File: src/rtl/rer_pkg.sv
// Package for the radio event router: register map, field layout,
// selector codes, radio state codes and the carrier structs.
// Assumes a 32-bit AHB-Lite bus and one 100 MHz clock domain.
package rer_pkg;

   // ------------------------------------------------------------
   // Register byte offsets.
   // ------------------------------------------------------------
   localparam logic [7:0] OFS_CTRL_A   = 8'h00;  // Output A control.
   localparam logic [7:0] OFS_CTRL_B   = 8'h04;  // Output B control.
   localparam logic [7:0] OFS_DATAPATH = 8'h08;  // Data path setup.
   localparam logic [7:0] OFS_RXTIMER  = 8'h0C;  // Receive window.
   localparam logic [7:0] OFS_FLAGS    = 8'h10;  // Latched flags, W1C.
   localparam logic [7:0] OFS_SOURCES  = 8'h14;  // Live source vector.

   // ------------------------------------------------------------
   // Field positions.
   // ------------------------------------------------------------
   localparam int SEL_LSB   = 0;   // Five-bit source selector.
   localparam int EN_BIT    = 5;   // Output enable.
   localparam int POL_BIT   = 7;   // Polarity, in control A only.
   localparam int MODE_LSB  = 0;   // Data mode, two bits.
   localparam int DINEN_BIT = 2;   // Direct transmit input enable.
   localparam int DINSL_BIT = 3;   // Transmit input pin select.
   localparam int DOUT_LSB  = 4;   // Demodulated output pin, two bits.
   localparam int PIN3_LSB  = 6;   // Third pin function, two bits.
   localparam int FMT_LSB   = 8;   // Packet length format, two bits.
   localparam int WIN_LSB   = 0;   // First window length, 16 bits.
   localparam int EXT_LSB   = 16;  // Extension mode, four bits.
   localparam int TMREN_BIT = 20;  // Receive timer enable.

   // Reset values.
   localparam logic [31:0] RST_CTRL     = 32'h0000_0000;
   localparam logic [31:0] RST_DATAPATH = 32'h0000_0000;
   localparam logic [31:0] RST_RXTIMER  = 32'h0000_0100;

   // ------------------------------------------------------------
   // Selector codes of note and mode values.
   // ------------------------------------------------------------
   localparam int          NUM_SRC   = 26;
   localparam logic [1:0]  MODE_DIR  = 2'h0;  // Direct mode.
   localparam logic [3:0]  EXT_NONE  = 4'h0;  // No window extension.
   localparam logic [3:0]  EXT_HOLD  = 4'h4;  // Stay while signal valid.
   localparam logic [1:0]  P3_CLOCK_OUTPUT   = 2'h0;  // Third pin: clock output.
   localparam logic [1:0]  P3_DATA   = 2'h1;  // Third pin: direct data.
   localparam logic [1:0]  P3_EVTB   = 2'h2;  // Third pin: output B.

   // Radio operating state codes.
   localparam logic [3:0] ST_STBY = 4'h2;
   localparam logic [3:0] ST_RFS  = 4'h3;
   localparam logic [3:0] ST_TFS  = 4'h4;
   localparam logic [3:0] ST_RX   = 4'h5;
   localparam logic [3:0] ST_TX   = 4'h6;

   // One-cycle event strobes from the radio and packet logic.
   typedef struct packed {
      logic preamble_found;
      logic sync_found;
      logic node_match;
      logic checksum_ok;
      logic packet_received;
      logic sleep_timeout;
      logic receive_timeout;
      logic transmit_done;
      logic line_code_err;
      logic node_err;
      logic collision;
      logic rxbuf_byte_written;
   } rer_evt_s;

   // Buffer condition levels.
   typedef struct packed {
      logic rxbuf_not_empty;
      logic rxbuf_over_threshold;
      logic rxbuf_full;
      logic rxbuf_overflow;
      logic txbuf_not_empty;
      logic txbuf_over_threshold;
      logic txbuf_full;
   } rer_buf_s;

   // Receive window states, Gray coded along idle, first, hold.
   typedef enum logic [1:0] {
      WIN_IDLE  = 2'b00,
      WIN_FIRST = 2'b01,
      WIN_HOLD  = 2'b11
   } rer_win_e;

endpackage

File: src/rtl/rer_router.sv
// Radio event router: two selectable event outputs, direct and
// packet data routing, pin functions and the receive window timer.
// Assumes one clock, AHB-Lite registers and same-clock radio inputs;
// only the three pins cross in from outside and are synchronised.
//
// Operation
// - Both outputs share one source map.
// - Receive activity: tuning toward receive or receive.
// - Transmit activity: tuning toward transmit or transmit.
// - Signal valid follows detector, no clearing.
// - Preamble through packet-received latched until cleared.
// - Sleep, receive timeouts, transmit done latched.
// - Receive buffer levels tracked automatically.
// - Byte written gives one pulse per byte.
// - Transmit buffer levels tracked automatically.
// - Standby, synthesis, receive, transmit state indicators.
// - Low battery follows the supply comparator.
// - Radio activity: tuning, transmit or receive.
// - Packet finished latched on four causes.
// - Decoder reset on code, node error only.
// - Polarity one makes outputs active low.
// - Third pin: clock, data, output B, data clock.
// - Data mode zero routes demodulated bits to pin.
// - Direct transmit input from first or second pin.
// - Packet mode feeds packet handler, three length formats.
// - Extension mode zero exits when first window ends.
// - Extension mode four holds while signal valid.
`timescale 1ns/100ps

module rer_router
   import rer_pkg::*;
(
   input  wire logic        CLK,
   input  wire logic        RESET,
   input  wire logic        CE,
   input  wire logic        HSEL,
   input  wire logic [31:0] HADDR,
   input  wire logic [1:0]  HTRANS,
   input  wire logic        HWRITE,
   input  wire logic [2:0]  HSIZE,
   input  wire logic [31:0] HWDATA,
   input  wire logic        HREADY,
   output logic      [31:0] HRDATA,
   output logic             HREADYOUT,
   output logic             HRESP,
   input  wire logic [3:0]  RADIO_STATE,
   input  wire logic        SIGNAL_VALID,
   input  wire logic        LOW_BATTERY,
   input  wire rer_evt_s    EVENTS,
   input  wire rer_buf_s    BUFFERS,
   input  wire logic        DEMOD_BIT,
   input  wire logic        DATA_STROBE,
   input  wire logic [2:0]  PIN_IN,
   output logic      [2:0]  PIN_OUT,
   output logic      [2:0]  PIN_OE,
   output logic             EVENT_OUT_A,
   output logic             EVENT_OUT_B,
   output logic             DECODER_RESET,
   output logic             TX_BIT,
   output logic             PKT_BIT,
   output logic             PKT_BIT_VALID,
   output logic      [1:0]  PKT_FORMAT,
   output logic             RX_EXIT
);

   // ------------------------------------------------------------
   // Bus slave.
   // ------------------------------------------------------------
   logic [31:0] ctrl_a_q;            // Output A selector and polarity.
   logic [31:0] ctrl_b_q;            // Output B selector.
   logic [31:0] path_q;              // Data path setup.
   logic [31:0] tmr_q;               // Receive window setup.
   logic [8:0]  flags_q;             // Latched events.
   logic [31:0] src;                 // Live source vector.
   logic        wr_pend_q;           // Write data phase pending.
   logic [7:0]  wr_addr_q;           // Address of pending write.
   logic        addr_ph;             // Valid address phase.

   // Pick one source by its selector code; codes beyond the map read 0.
   function automatic logic pick(input logic [4:0] s,
                                 input logic [31:0] v);
      pick = v[s];
   endfunction

   // Register value seen by a read at the given offset.
   function automatic logic [31:0] rd_val(input logic [7:0] a,
      input logic [31:0] ca, input logic [31:0] cb,
      input logic [31:0] pa, input logic [31:0] tm,
      input logic [8:0] fl, input logic [31:0] sv);
      case (a)
         OFS_CTRL_A:   rd_val = ca;
         OFS_CTRL_B:   rd_val = cb;
         OFS_DATAPATH: rd_val = pa;
         OFS_RXTIMER:  rd_val = tm;
         OFS_FLAGS:    rd_val = {23'h0, fl};
         OFS_SOURCES:  rd_val = sv;
         default:      rd_val = 32'h0;
      endcase
   endfunction

   assign addr_ph   = HSEL & HTRANS[1] & HREADY;
   assign HREADYOUT = 1'b1;          // Zero wait states, never stalls.
   assign HRESP     = 1'b0;          // Always OKAY.

   // Capture write address; data arrives in the next cycle.
   always_ff @(posedge CLK) begin
      if (RESET) begin
         wr_pend_q <= 1'b0;
         wr_addr_q <= 8'h00;
      end else if (CE) begin
         wr_pend_q <= addr_ph & HWRITE;
         wr_addr_q <= HADDR[7:0];
      end
   end

   // Read data is registered at the address phase so it stands in
   // the data phase. A read right after a write to the same register
   // sees the old value; software should not rely on that ordering.
   always_ff @(posedge CLK) begin
      if (RESET) begin
         HRDATA <= 32'h0;
      end else if (CE && addr_ph && !HWRITE) begin
         HRDATA <= rd_val(HADDR[7:0], ctrl_a_q, ctrl_b_q, path_q,
                          tmr_q, flags_q, src);
      end
   end

   // Configuration registers, written in the data phase.
   always_ff @(posedge CLK) begin
      if (RESET) begin
         ctrl_a_q <= RST_CTRL;
         ctrl_b_q <= RST_CTRL;
         path_q   <= RST_DATAPATH;
         tmr_q    <= RST_RXTIMER;
      end else if (CE && wr_pend_q) begin
         case (wr_addr_q)
            OFS_CTRL_A:   ctrl_a_q <= {24'h0, HWDATA[7:0]};
            OFS_CTRL_B:   ctrl_b_q <= {26'h0, HWDATA[5:0]};
            OFS_DATAPATH: path_q   <= {22'h0, HWDATA[9:0]};
            OFS_RXTIMER:  tmr_q    <= {11'h0, HWDATA[20:0]};
            default: ;               // Other offsets store nothing.
         endcase
      end
   end

   // ------------------------------------------------------------
   // Event flags and the source map.
   // ------------------------------------------------------------
   logic [8:0] flag_set;             // Events arriving this cycle.
   logic [8:0] flag_clr;             // Write-one-to-clear mask.
   logic       rx_act;               // Tuning toward or in receive.
   logic       tx_act;               // Tuning toward or in transmit.

   assign flag_set = {
      EVENTS.line_code_err | EVENTS.node_err | EVENTS.collision
         | EVENTS.packet_received,
      EVENTS.transmit_done, EVENTS.receive_timeout,
      EVENTS.sleep_timeout,
      EVENTS.packet_received, EVENTS.checksum_ok,
      EVENTS.node_match, EVENTS.sync_found,
      EVENTS.preamble_found};
   assign flag_clr = (wr_pend_q && wr_addr_q == OFS_FLAGS)
                     ? HWDATA[8:0] : 9'h0;

   // Flags hold until software clears; a new event beats the clear.
   always_ff @(posedge CLK) begin
      if (RESET) begin
         flags_q <= 9'h0;
      end else if (CE) begin
         flags_q <= (flags_q & ~flag_clr) | flag_set;
      end
   end

   assign rx_act = (RADIO_STATE == ST_RFS) | (RADIO_STATE == ST_RX);
   assign tx_act = (RADIO_STATE == ST_TFS) | (RADIO_STATE == ST_TX);

   // Source vector indexed by selector code.
   always_comb begin
      src       = 32'h0;
      src[0]    = rx_act;
      src[1]    = tx_act;
      src[2]    = SIGNAL_VALID;
      src[7:3]  = flags_q[4:0];
      src[10:8] = flags_q[7:5];
      src[11]   = BUFFERS.rxbuf_not_empty;
      src[12]   = BUFFERS.rxbuf_over_threshold;
      src[13]   = BUFFERS.rxbuf_full;
      src[14]   = EVENTS.rxbuf_byte_written;
      src[15]   = BUFFERS.rxbuf_overflow;
      src[16]   = BUFFERS.txbuf_not_empty;
      src[17]   = BUFFERS.txbuf_over_threshold;
      src[18]   = BUFFERS.txbuf_full;
      src[19]   = RADIO_STATE == ST_STBY;
      src[20]   = (RADIO_STATE == ST_RFS)
                  | (RADIO_STATE == ST_TFS);
      src[21]   = RADIO_STATE == ST_RX;
      src[22]   = RADIO_STATE == ST_TX;
      src[23]   = LOW_BATTERY;
      src[24]   = rx_act | tx_act;
      src[25]   = flags_q[8];
   end

   // Decoder restarts itself on code or node errors; a collision
   // leaves it waiting for the host.
   always_ff @(posedge CLK) begin
      if (RESET) begin
         DECODER_RESET <= 1'b0;
      end else if (CE) begin
         DECODER_RESET <= EVENTS.line_code_err
                          | EVENTS.node_err;
      end
   end

   // ------------------------------------------------------------
   // Event outputs.
   // ------------------------------------------------------------
   logic pol;                        // One means active low.

   assign pol = ctrl_a_q[POL_BIT];

   // Both outputs use the same map; polarity is global. A disabled
   // output sits at its inactive level.
   always_ff @(posedge CLK) begin
      if (RESET) begin
         EVENT_OUT_A <= 1'b0;
         EVENT_OUT_B <= 1'b0;
      end else if (CE) begin
         EVENT_OUT_A <= pol ^ (ctrl_a_q[EN_BIT]
                        & pick(ctrl_a_q[4:0], src));
         EVENT_OUT_B <= pol ^ (ctrl_b_q[EN_BIT]
                        & pick(ctrl_b_q[4:0], src));
      end
   end

   // ------------------------------------------------------------
   // Data path and pins.
   // ------------------------------------------------------------
   logic [2:0] pin_m_q;              // Synchroniser first stage.
   logic [2:0] pin_s_q;              // Synchroniser second stage.
   logic       direct;               // Direct mode selected.
   logic       clk_div_q;            // Clock output, half rate.
   logic [1:0] dout_pin;             // Pin carrying demodulated data.
   logic [1:0] p3fn;                 // Third pin function.

   assign direct   = path_q[1:0] == MODE_DIR;
   assign dout_pin = path_q[DOUT_LSB+:2];
   assign p3fn     = path_q[PIN3_LSB+:2];

   // Pin inputs pass two flops; only the second stage is read.
   always_ff @(posedge CLK) begin
      if (RESET) begin
         pin_m_q <= 3'h0;
         pin_s_q <= 3'h0;
      end else if (CE) begin
         pin_m_q <= PIN_IN;
         pin_s_q <= pin_m_q;
      end
   end

   // Clock output divider for the third pin.
   always_ff @(posedge CLK) begin
      if (RESET) begin
         clk_div_q <= 1'b0;
      end else if (CE) begin
         clk_div_q <= ~clk_div_q;
      end
   end

   // Transmit bit from the chosen pin in direct mode, sent at once;
   // the host paces it near the data rate.
   always_ff @(posedge CLK) begin
      if (RESET) begin
         TX_BIT <= 1'b0;
      end else if (CE) begin
         TX_BIT <= path_q[DINEN_BIT] & direct
                   & pin_s_q[path_q[DINSL_BIT]];
      end
   end

   // Packet mode hands demodulated bits to the packet handler.
   always_ff @(posedge CLK) begin
      if (RESET) begin
         PKT_BIT       <= 1'b0;
         PKT_BIT_VALID <= 1'b0;
         PKT_FORMAT    <= 2'h0;
      end else if (CE) begin
         PKT_BIT       <= DEMOD_BIT;
         PKT_BIT_VALID <= ~direct & DATA_STROBE;
         PKT_FORMAT    <= path_q[FMT_LSB+:2];
      end
   end

   // Pin drivers. Pins one and two carry the event outputs unless
   // used for direct data; the third pin takes one of four functions.
   always_ff @(posedge CLK) begin
      if (RESET) begin
         PIN_OUT <= 3'h0;
         PIN_OE  <= 3'h0;
      end else if (CE) begin
         PIN_OUT[0] <= EVENT_OUT_A;
         PIN_OE[0]  <= 1'b1;
         PIN_OUT[1] <= EVENT_OUT_B;
         PIN_OE[1]  <= 1'b1;
         if (direct && dout_pin < 2'h2) begin
            PIN_OUT[dout_pin[0]] <= DEMOD_BIT;
         end
         if (path_q[DINEN_BIT]) begin
            PIN_OE[path_q[DINSL_BIT]] <= 1'b0;
         end
         case (p3fn)
            P3_CLOCK_OUTPUT: begin
               PIN_OUT[2] <= clk_div_q;
               PIN_OE[2]  <= 1'b1;
            end
            P3_DATA: begin
               PIN_OUT[2] <= DEMOD_BIT;
               PIN_OE[2]  <= direct && dout_pin == 2'h2;
            end
            P3_EVTB: begin
               PIN_OUT[2] <= EVENT_OUT_B;
               PIN_OE[2]  <= 1'b1;
            end
            default: begin
               PIN_OUT[2] <= DATA_STROBE;
               PIN_OE[2]  <= 1'b1;
            end
         endcase
      end
   end

   // ------------------------------------------------------------
   // Receive window timer.
   // ------------------------------------------------------------
   rer_win_e    win_q;               // Window state.
   logic [15:0] win_cnt_q;           // Cycles left in the first window.
   logic [3:0]  ext;                 // Extension mode.
   logic        in_rx;               // Radio is in receive.

   assign ext   = tmr_q[EXT_LSB+:4];
   assign in_rx = RADIO_STATE == ST_RX;

   // Modes other than zero and four behave as mode zero here.
   always_ff @(posedge CLK) begin
      if (RESET) begin
         win_q     <= WIN_IDLE;
         win_cnt_q <= 16'h0;
         RX_EXIT   <= 1'b0;
      end else if (CE) begin
         RX_EXIT <= 1'b0;
         case (win_q)
            WIN_IDLE: begin
               if (in_rx && tmr_q[TMREN_BIT]) begin
                  win_q     <= WIN_FIRST;
                  win_cnt_q <= tmr_q[WIN_LSB+:16];
               end
            end
            WIN_FIRST: begin
               if (!in_rx) begin
                  win_q <= WIN_IDLE;
               end else if (ext == EXT_HOLD && SIGNAL_VALID) begin
                  win_q <= WIN_HOLD;
               end else if (win_cnt_q <= 16'h1) begin
                  win_q   <= WIN_IDLE;
                  RX_EXIT <= 1'b1;
               end else begin
                  win_cnt_q <= win_cnt_q - 16'h1;
               end
            end
            WIN_HOLD: begin
               if (!in_rx) begin
                  win_q <= WIN_IDLE;
               end else if (!SIGNAL_VALID) begin
                  win_q   <= WIN_IDLE;
                  RX_EXIT <= 1'b1;
               end
            end
            default: win_q <= WIN_IDLE;
         endcase
      end
   end

endmodule // rer_router

File: config.mk
export PLATFORM = sky130hd
export DESIGN_NAME = rer_router
export DESIGN_NICKNAME = d
export VERILOG_FILES = /design/src/rtl/rer_pkg.sv /design/src/rtl/rer_router.sv
export SDC_FILE = /design/constraint.sdc
export NUM_CORES = 1
export LEC_CHECK = 0
export ABC_AREA = 0
export BUFFER_PORTS_ARGS = -buffer_cell sky130_fd_sc_hd__buf_2
export CORE_MARGIN = 5
export CORE_UTILIZATION = 40
export DETAILED_ROUTE_END_ITERATION = 12
export MAX_ROUTING_LAYER = met4
export PLACE_DENSITY_LB_ADDON = 0.1
export SETUP_SLACK_MARGIN = 0.02
export SLEW_MARGIN = 20
export SYNTH_ARGS = -nofsm -noshare
export SYNTH_HDL_FRONTEND = slang
export SYNTH_SLANG_ARGS = --single-unit
export TNS_END_PERCENT = 30
File: constraint.sdc
create_clock -name CLK -period 2.3 [get_ports CLK]
set_input_delay 0.345 -clock CLK [delete_from_list [all_inputs] [get_ports CLK]]
set_output_delay 0.345 -clock CLK [all_outputs]
set_load 0.05 [all_outputs]
# --- Word-level counts from Yosys, hierarchy flattened ---
# Index checks and enable logic that the tools add are counted.
op_classes:
  n_eq_ne: 26
  n_lt_le_gt_ge: 8
  n_bitwise: 24
  mul: 0
  add_sub_neg: 1
  div: 0
  n_shift: 0
  n_mux: 35
  reduce_logical: 23
ops:
  columns: ["op", "n"]
  rows:
  - ["26-bit one-hot mux with 6 select lines", 1]
  - ["16-bit two-way mux", 4]
  - ["8-bit by 4-bit == test with 1-bit output (second input constant)", 4]
  - ["16-bit one-hot mux with 2 select lines", 1]
  - ["8-bit by 5-bit == test with 1-bit output (second input constant)", 3]
  - ["4-bit by 3-bit == test with 1-bit output (second input constant)", 4]
  - ["8-bit by 3-bit == test with 1-bit output (second input constant)", 2]
  - ["16-bit by 1-bit <= comparator with 1-bit output (second input constant)", 1]
  - ["8-bit zero test", 2]
  - ["2-bit two-way mux", 8]
  - ["16-bit by 1-bit subtractor with 16-bit output (second input constant)", 1]
  - ["5-bit by 6-bit < comparator with 1-bit output (second input constant)", 2]
  - ["1-bit two-way mux", 12]
  - ["1-bit binary-select mux with 5-bit select", 2]
  - ["1-bit logical AND", 10]
  - ["9-bit AND", 1]
  - ["9-bit two-way mux", 1]
  - ["9-bit NOT", 1]
  - ["9-bit OR", 1]
  - ["1-bit AND", 8]
  - ["4-bit by 2-bit == test with 1-bit output (second input constant)", 2]
  - ["2-bit != test (second input constant)", 4]
  - ["2-bit AND reduction", 4]
  - ["1-bit OR", 7]
  - ["other kinds (21)", 31]
totals:
  register_bits: 133
  mem_bits_ro: 0
  output_inout_bits: 49
  mem_count: 0
  latchBits: 0
  mem_bits_rw: 0
  inputBits: 105

# --- Logic depth before layout (Yosys ltp) ---
# Gate-level depths: netlist of run 1.
logic_depth:
  word_depth: 7
  depth_mapped: 11

# --- Least setup slack after synthesis of run 1 ---
# No wires, ideal clock.
synth_timing:
  path_kind: "input-to-reg"
  start: "in RADIO_STATE[3]"
  end: "reg win_cnt_q[11]"
  setup_ns: 0.133
  slack_ns: 0.113
  stages: 9
  n_path_buf: 3
  arrival_time_ns: 2.054
  path_cell_list: "buf_6 -> and4bb_4 -> a21oi_2 -> a2111o_1 -> a311o_1 -> buf_6 -> buf_8 -> a21oi_1 -> o32ai_2"
synth_between:
  elab_chain_cells: 4
synth_rtl:
  columns: ["item", "line_no", "rtl"]
  rows:
  - ["start, declared", "rer_router.sv:46", "input wire logic [3:0] RADIO_STATE,"]
  - ["4-bit by 3-bit == test with 1-bit output (*)", "rer_router.sv:340", "assign in_rx = RADIO_STATE == ST_RX;"]
  - ["1-bit logical AND", "rer_router.sv:352", "if (in_rx && tmr_q[TMREN_BIT]) begin"]
  - ["2-bit != test (no line)", null, null]
  - ["6-bit AND reduction (no line) (*)", null, null]
  - ["end signal, assigned", "rer_router.sv:354", "win_cnt_q <= tmr_q[WIN_LSB+:16];"]
  - ["end signal, assigned", "rer_router.sv:366", "win_cnt_q <= win_cnt_q - 16'h1;"]
  - ["end, declared", "rer_router.sv:335", "logic [15:0] win_cnt_q;"]
# Mark *: on every way between the ends. The rest lies on a longest branch, timed or not.
# A chain may end at the register's enable or synchronous reset.

# --- Worst setup path after layout of run 1 ---
layout_timing:
  start: "reg wr_addr_q[5]"
  end: "reg tmr_q[12]"
layout_between:
  elab_chain_cells: 2
layout_rtl:
  columns: ["item", "line_no", "rtl"]
  rows:
  - ["start, declared", "rer_router.sv:76", "logic [7:0] wr_addr_q;"]
  - ["start signal, assigned", "rer_router.sv:112", "wr_addr_q <= HADDR[7:0];"]
  - ["8-bit by 4-bit == test with 1-bit output", "rer_router.sv:136", "case (wr_addr_q)"]
  - ["2-bit AND reduction (no line)", null, null]
  - ["end signal, assigned", "rer_router.sv:140", "OFS_RXTIMER: tmr_q <= {11'h0, HWDATA[20:0]};"]
  - ["end, declared", "rer_router.sv:72", "logic [31:0] tmr_q;"]
# No other way between the ends.

==> run metrics, run 1 <==
status=completed; number of enable flip-flop cells after synthesis=0; Core Rows=46; Synth cell types=74; startpoint types=flop; Synth warnings=0; number of top-level pins=154; Switch Pwr=1300 µW; ys async rst share=0; part of the Yosys area used for sequential elements=0.388; Worst slew margin=0.585; Placed Instances=approximately 1100; max-cap violation count=0; Avg Inst Size Synth=between 8 and 9 µm²; GRT overflow=0; largest net degree at the start of global routing=58; Clock Power Share=0.498; GP Congestion=0.873; number of global-route vias before repair=between 6000 and 7000; DP Area=7500 µm²; die height=138 µm; CTS tree=done; Peak VDD IR=477 µV; count of final hold-check violations=0; drc violations=0; Fillers=1598; sequence of cells on the critical path=or4b_1 > or4_1 > nor2_2 > nand3_1 > buf_12 > mux2i_1 > nor2_1; drt wl/cell=19.1 µm; crit-path max FO=21; total vias in the final route=6303; Internal Power=approximately 4100 µW; final max-slew violation count=0; final setup fails=0; DP HPWL=16.1 mm; Seq pwr share=0.422; final critical-path setup slack=0.106 ns; CTS sink cnt=127; Comb pwr share=0.081; die footprint=19000 µm²; drt total wl=21.5 mm; Static Leak=0.00350 µW; CP Buf/Inv Count=1; most frequent cells after synthesis=dfxtp_1 (127), nor2_1 (122), nand2_1 (79), mux2i_1 (69), a21oi_1 (42); Hold Crit Class=input pin to flop; port bufs=around 110; Worst path max stage delay=~0.50 ns; Yosys top cell area share=0.388; CTS hold repair buffers=0; pwr/cell area=666 nW/µm²; min cycle time layout=2.19 ns; initial antenna violation count=0; Clk Latency, worst-skew pair=0.41 ns; vias per std cell=5.62; main flop type after synthesis=dfxtp_1; H-tree depth=4; pre-CTS setup slack=-0.0805 ns; clk_skew=between 0.006 and 0.007 ns; crit path max-delay cell type=or4b_1; root buffer cell=clkbuf_16; Yosys reg bits=127; Post-CTS Setup Repair Bufs=0; Clock Pin Slew Worst Setup and Hold Paths=0.06 ns; area delta synth->final=23.5%; worst slew pin tran=0.622 ns; crit share post-route=0.954; highest clock rate=roughly 460 MHz; layout cells sized above 1=0.241; Antenna Cells=0; CP arrival=2.47 ns; global-route wire length before repair=34.0 mm; Finished Layout Cells=1122; CP required=2.58 ns; ranking of synthesized cells by area=dfxtp_1 (39%), mux2i_1 (11%), nor2_1 (7.0%); Final ANT Viol Nets=0; Die W=roughly 140 µm; Final #Nets=about 1000; Post-Synthesis Cells=just under 800; total global-route track usage=0.227; final instance area=8100 µm²; biggest area consumer among synthesized cells=dfxtp_1; critical path's top delay family=simple AND/OR/NAND/NOR gates; DR iter-0 viols=560; DRT Pass-1 Iters=5; Post-Syn Area=~6600 µm²; Worst setup EP type=flop; core area=16000 µm²; Initial Util=0.410; Setup CP Type=flop to flop; worst-case clock buffer depth=2; switching share of power=0.241; most common cell in the netlist=dfxtp_1; cts bufs inserted=17; RSZ-0062 raised after global routing=false
==> kinds of logic (layout without fill, tap and decap cells) <==
kind of cell / Yosys count / after routing / share of synthesized area
simple gates: 301 / 301 / 0.215
xor+xnor: 4 / 4 / 0.00535
other cells: 2 / 8 / 0.00115
buf+inv: 77 / 204 / 0.0590
fa+ha+maj: 2 / 2 / 0.00382
mux: 80 / 80 / 0.137
flops: 127 / 127 / 0.388
compound gates: 180 / 180 / 0.191
==> worst reg2reg max path, stage by stage, from the launching register on <==
cell     delay [ns]
dfxtp_1        0.30
or4b_1         0.50
or4_1          0.48
nor2_2         0.17
nand3_1        0.15
buf_12         0.21
mux2i_1        0.20
nor2_1         0.05
==> placed cells by master, fill, tap and decap left out, types with 6 or more instances in the layout <==
master and n:
mux4_2 6, nor4_1 6, a22oi_1 36, a21oi_1 42, nand3_1 28, buf_2 104, clkbuf_16 17, buf_4 55
a31oi_1 6, conb_1 8, o2bb2ai_1 6, inv_1 10, nand2_1 79, mux2i_1 69, nor3_1 13, a22o_1 11
dfxtp_1 127, nor2_1 121, o21ai_0 34, nor2b_1 6
==> cell type report <==
type | count | area, µm² | area share
flip-flops and latches | 127 | 2540 | 0.314
clock buffers | 21 | 440 | 0.0544
inverters | 11 | 41.3 | 0.00510
multi-input cells | 575 | 3670 | 0.453
well taps | 216 | 270 | 0.0334
repair buffers | 162 | 993 | 0.123
clock inverters | 10 | 139 | 0.0172
==> layer usage <==
layer / vias up / routed length [µm] / GRT usage
met5: - / 0 / -
met4: 0 / 280 / 0.0582
met3: 16 / 953 / 0.0417
met2: 180 / 10500 / 0.369
met1: 3079 / 9700 / 0.292
li1: 3028 / - / -
==> repair_timing <==
action	CTS	global route
endpoints found under the setup margin	0	16
hold endpoints to repair	0	0
gates resized for setup	0	3
==> stage by stage <==
stage | TNS, ns | hold WS (ns) | util | power, µW
detailed placement | -0.246 | 0.443 | 0.469 | 2750
CTS | 0 | 0.152 | 0.505 | 5440
global placement | -0.00323 | 0.439 | 0.469 | 2740
floorplan | 0 | 0.436 | - | 2570
finish | 0 | 0.163 | 0.506 | 5390
global route | 0 | 0.157 | 0.506 | 5580
==> path summary, 6_finish.rpt <==
check | startpoint | endpoint | slack (ns) | cells past startpoint
worst min register to register | HRDATA[23] | HRDATA[23] | 0.45 | 2
worst max register to register | wr_addr_q[5] | tmr_q[12] | 0.11 | 7
worst max-delay path | wr_addr_q[5] | tmr_q[12] | 0.11 | 7
worst min-delay path | HWDATA[10] | tmr_q[10] | 0.16 | 3
==> state kept, by name, summed over array words and instances, names as in the netlist, 3 cells and up <==
signal / count
ctrl_b_q: 6
path_q: 10
win_cnt_q: 16
wr_addr_q: 8
HRDATA: 26
ctrl_a_q: 8
PIN_OUT: 3
flags_q: 9
PIN_OE: 3
tmr_q: 21
==> power by group through the flow <==
stage | combinational, µW | clock, µW | sequential, µW
2_1_floorplan | 227 | 0 | 2340
3_3_place_gp | 426 | 0 | 2320
3_5_place_dp | 432 | 0 | 2320
4_1_cts | 433 | 2740 | 2270
5_1_grt | 464 | 2840 | 2280
6_report | 435 | 2680 | 2270
(Power assumes the default switching activity.)
==> run 2, diff against run 1 <==
--- a/config.mk
+++ b/config.mk
@@ -6,9 +6,9 @@
 export NUM_CORES = 1
 export LEC_CHECK = 0
 export ABC_AREA = 0
-export BUFFER_PORTS_ARGS = -buffer_cell sky130_fd_sc_hd__buf_2
+export BUFFER_PORTS_ARGS = -buffer_cell sky130_fd_sc_hd__buf_4
 export CORE_MARGIN = 5
-export CORE_UTILIZATION = 40
+export CORE_UTILIZATION = 25
 export DETAILED_ROUTE_END_ITERATION = 12
 export MAX_ROUTING_LAYER = met4
 export PLACE_DENSITY_LB_ADDON = 0.1
==> run metrics, run 2 (synthesis results as in run 1) <==
drc violations=0 (unchanged); worst slew pin tran=0.537 ns (-0.0859 ns); DRT Pass-1 Iters=5 (unchanged); Final #Nets=1008 (+0.70%); reg2reg end=EVENT_OUT_B; Post-CTS Setup Repair Bufs=0 (unchanged); largest reg by FF count=HRDATA; setup_tns=0 ns (unchanged); startpoint types=flop; final max-slew violation count=0 (unchanged); Clock Pin Slew Worst Setup and Hold Paths=0.06 ns (about the same); R2R setup slack=0.16 ns (+0.06 ns); CTS tree=done; global-route wire length before repair=36.9 mm (+8.8%); area delta synth->final=31.3%; Min Hold Slack=0.120 ns (-0.0433 ns); Die W=172 µm (+25%); highest clock rate=468 MHz (+2.6%); die height=172 µm (+25%); max-cap violation count=0 (unchanged); drt wl/cell=19.7 µm (+2.7%); Hold Crit Class=input pin to flop; CP arrival=2.49 ns (+0.02 ns); max FFs per register=26 (unchanged); layout cells sized above 1=0.253 (+0.0121); most frequent cells in the layout=buf_4 (164), dfxtp_1 (127), nor2_1 (121); status=completed; crit-path max FO=5 (-76%); CTS hold repair buffers=0 (unchanged); crit share post-route=0.929 (-0.0246); worst r2r path cells=7 (unchanged); vias per std cell=4.92 (-12%); worst-case clock buffer depth=2 (unchanged); CP required=2.65 ns (+0.07 ns); largest net degree at the start of global routing=77 (+33%); root buffer cell=clkbuf_16; R2R Path Start=ctrl_b_q[1]; count of final hold-check violations=0 (unchanged); Min-Delay Endpoint=win_cnt_q[3]; commonest non-fill, non-tap cell in the layout=buf_4; Antenna Cells=0 (unchanged); number of top-level pins=154 (unchanged); drt total wl=24.5 mm (+14%); final setup fails=0 (unchanged); Static Leak=0.00360 µW (+2.8%); min cycle time layout=2.14 ns (-0.0565 ns); hold depth=2 (-1); Initial Util=0.253 (-0.157); GRT overflow=0 (unchanged); pwr/cell area=642 nW/µm² (-3.5%); core area=25900 µm² (+62%); Clk Latency, worst-skew pair=0.43 ns (+0.02 ns); number of global-route vias before repair=5970 (-2.8%); Core Rows=59 (+28%); fin util=0.332 (-0.174); total global-route track usage=0.169 (-0.0573); DP HPWL=18.3 mm (+14%); die footprint=29600 µm² (+55%); CTS sink cnt=127 (unchanged); H-tree depth=4 (unchanged); total vias in the final route=6142 (-2.6%); initial antenna violation count=0 (unchanged); Setup CP Type=flop to flop; port bufs=105 (unchanged); Final ANT Viol Nets=0 (unchanged); clk_skew=0.0218 ns (+0.0158 ns); Worst Hold Launch=RESET; DR iter-0 viols=353 (-37%); Peak VDD IR=334 µV (-30%); Worst slew margin=0.642 (+0.0572); GP Congestion=0.815 (-6.7%); Worst setup EP type=flop; top flop regs=HRDATA: 26 flops, tmr_q: 21 flops, win_cnt_q: 16 flops; RSZ-0062 raised after global routing=false; cts bufs inserted=17 (unchanged)
run 2: layout make-up:
cell class,instances,area (µm²)
Timing Repair Buffer,169,1330
Tap cell,335,419
Clock buffer,18,439
Fill cell,2744,17300
Clock inverter,14,155
Sequential cell,127,2540
Inverter,11,41.3
Multi-Input combinational cell,575,3680
run 2: repair_timing:
item / in CTS / in global routing
resized for setup: 1 / 4
pin swaps: 0 / 0
endpoints found under the setup margin: 6 / 40
run 2: per-layer routing:
layer,vias to the layer above,global-route usage,part of all wire
met5,-,-,0
met4,0,0.0386,0.011
met3,18,0.0286,0.039
met2,138,0.268,0.48
met1,2945,0.228,0.47
li1,3041,-,-
run 2: power breakdown:
part | leakage [µW] | internal (µW) | switching, µW
combinational | 0.00230 | 197 | 292
clock | 0.000276 | 1640 | 1130
sequential | 0.00103 | 2240 | 36.9
total | 0.00360 | 4070 | 1460
run 2: critical path: stages (launching register included):
cell,delay [ns]
dfxtp_1,0.44
buf_4,0.17
mux4_2,0.49
mux2_2,0.29
o32ai_1,0.15
a311oi_2,0.10
xnor2_1,0.17
a211oi_1,0.23
run 2: per-stage QoR:
step / power, µW / cells / worst slack (ns) / area [µm²]
2_1_floorplan: 2570 / 779 / 0.113 / 6580
3_3_place_gp: 2810 / 1217 / -0.122 / 7990
3_5_place_dp: 2810 / 1217 / -0.103 / 7990
4_1_cts: 5610 / 1249 / 0.0292 / 8590
5_1_grt: 5730 / 1249 / 0.0214 / 8610
6_report: 5530 / 1249 / 0.163 / 8610
run 2: worst max path at each step:
stage	start	to	slack, ns
after CTS	wr_addr_q[5]	ctrl_b_q[0]	0.03
after global routing	win_cnt_q[7]	win_q[0]	0.02
after global placement	HADDR[1]	HRDATA[12]	-0.12
after detailed placement	HADDR[1]	HRDATA[19]	-0.10
after floorplan	RADIO_STATE[3]	win_cnt_q[11]	0.11
final	ctrl_b_q[1]	EVENT_OUT_B	0.16
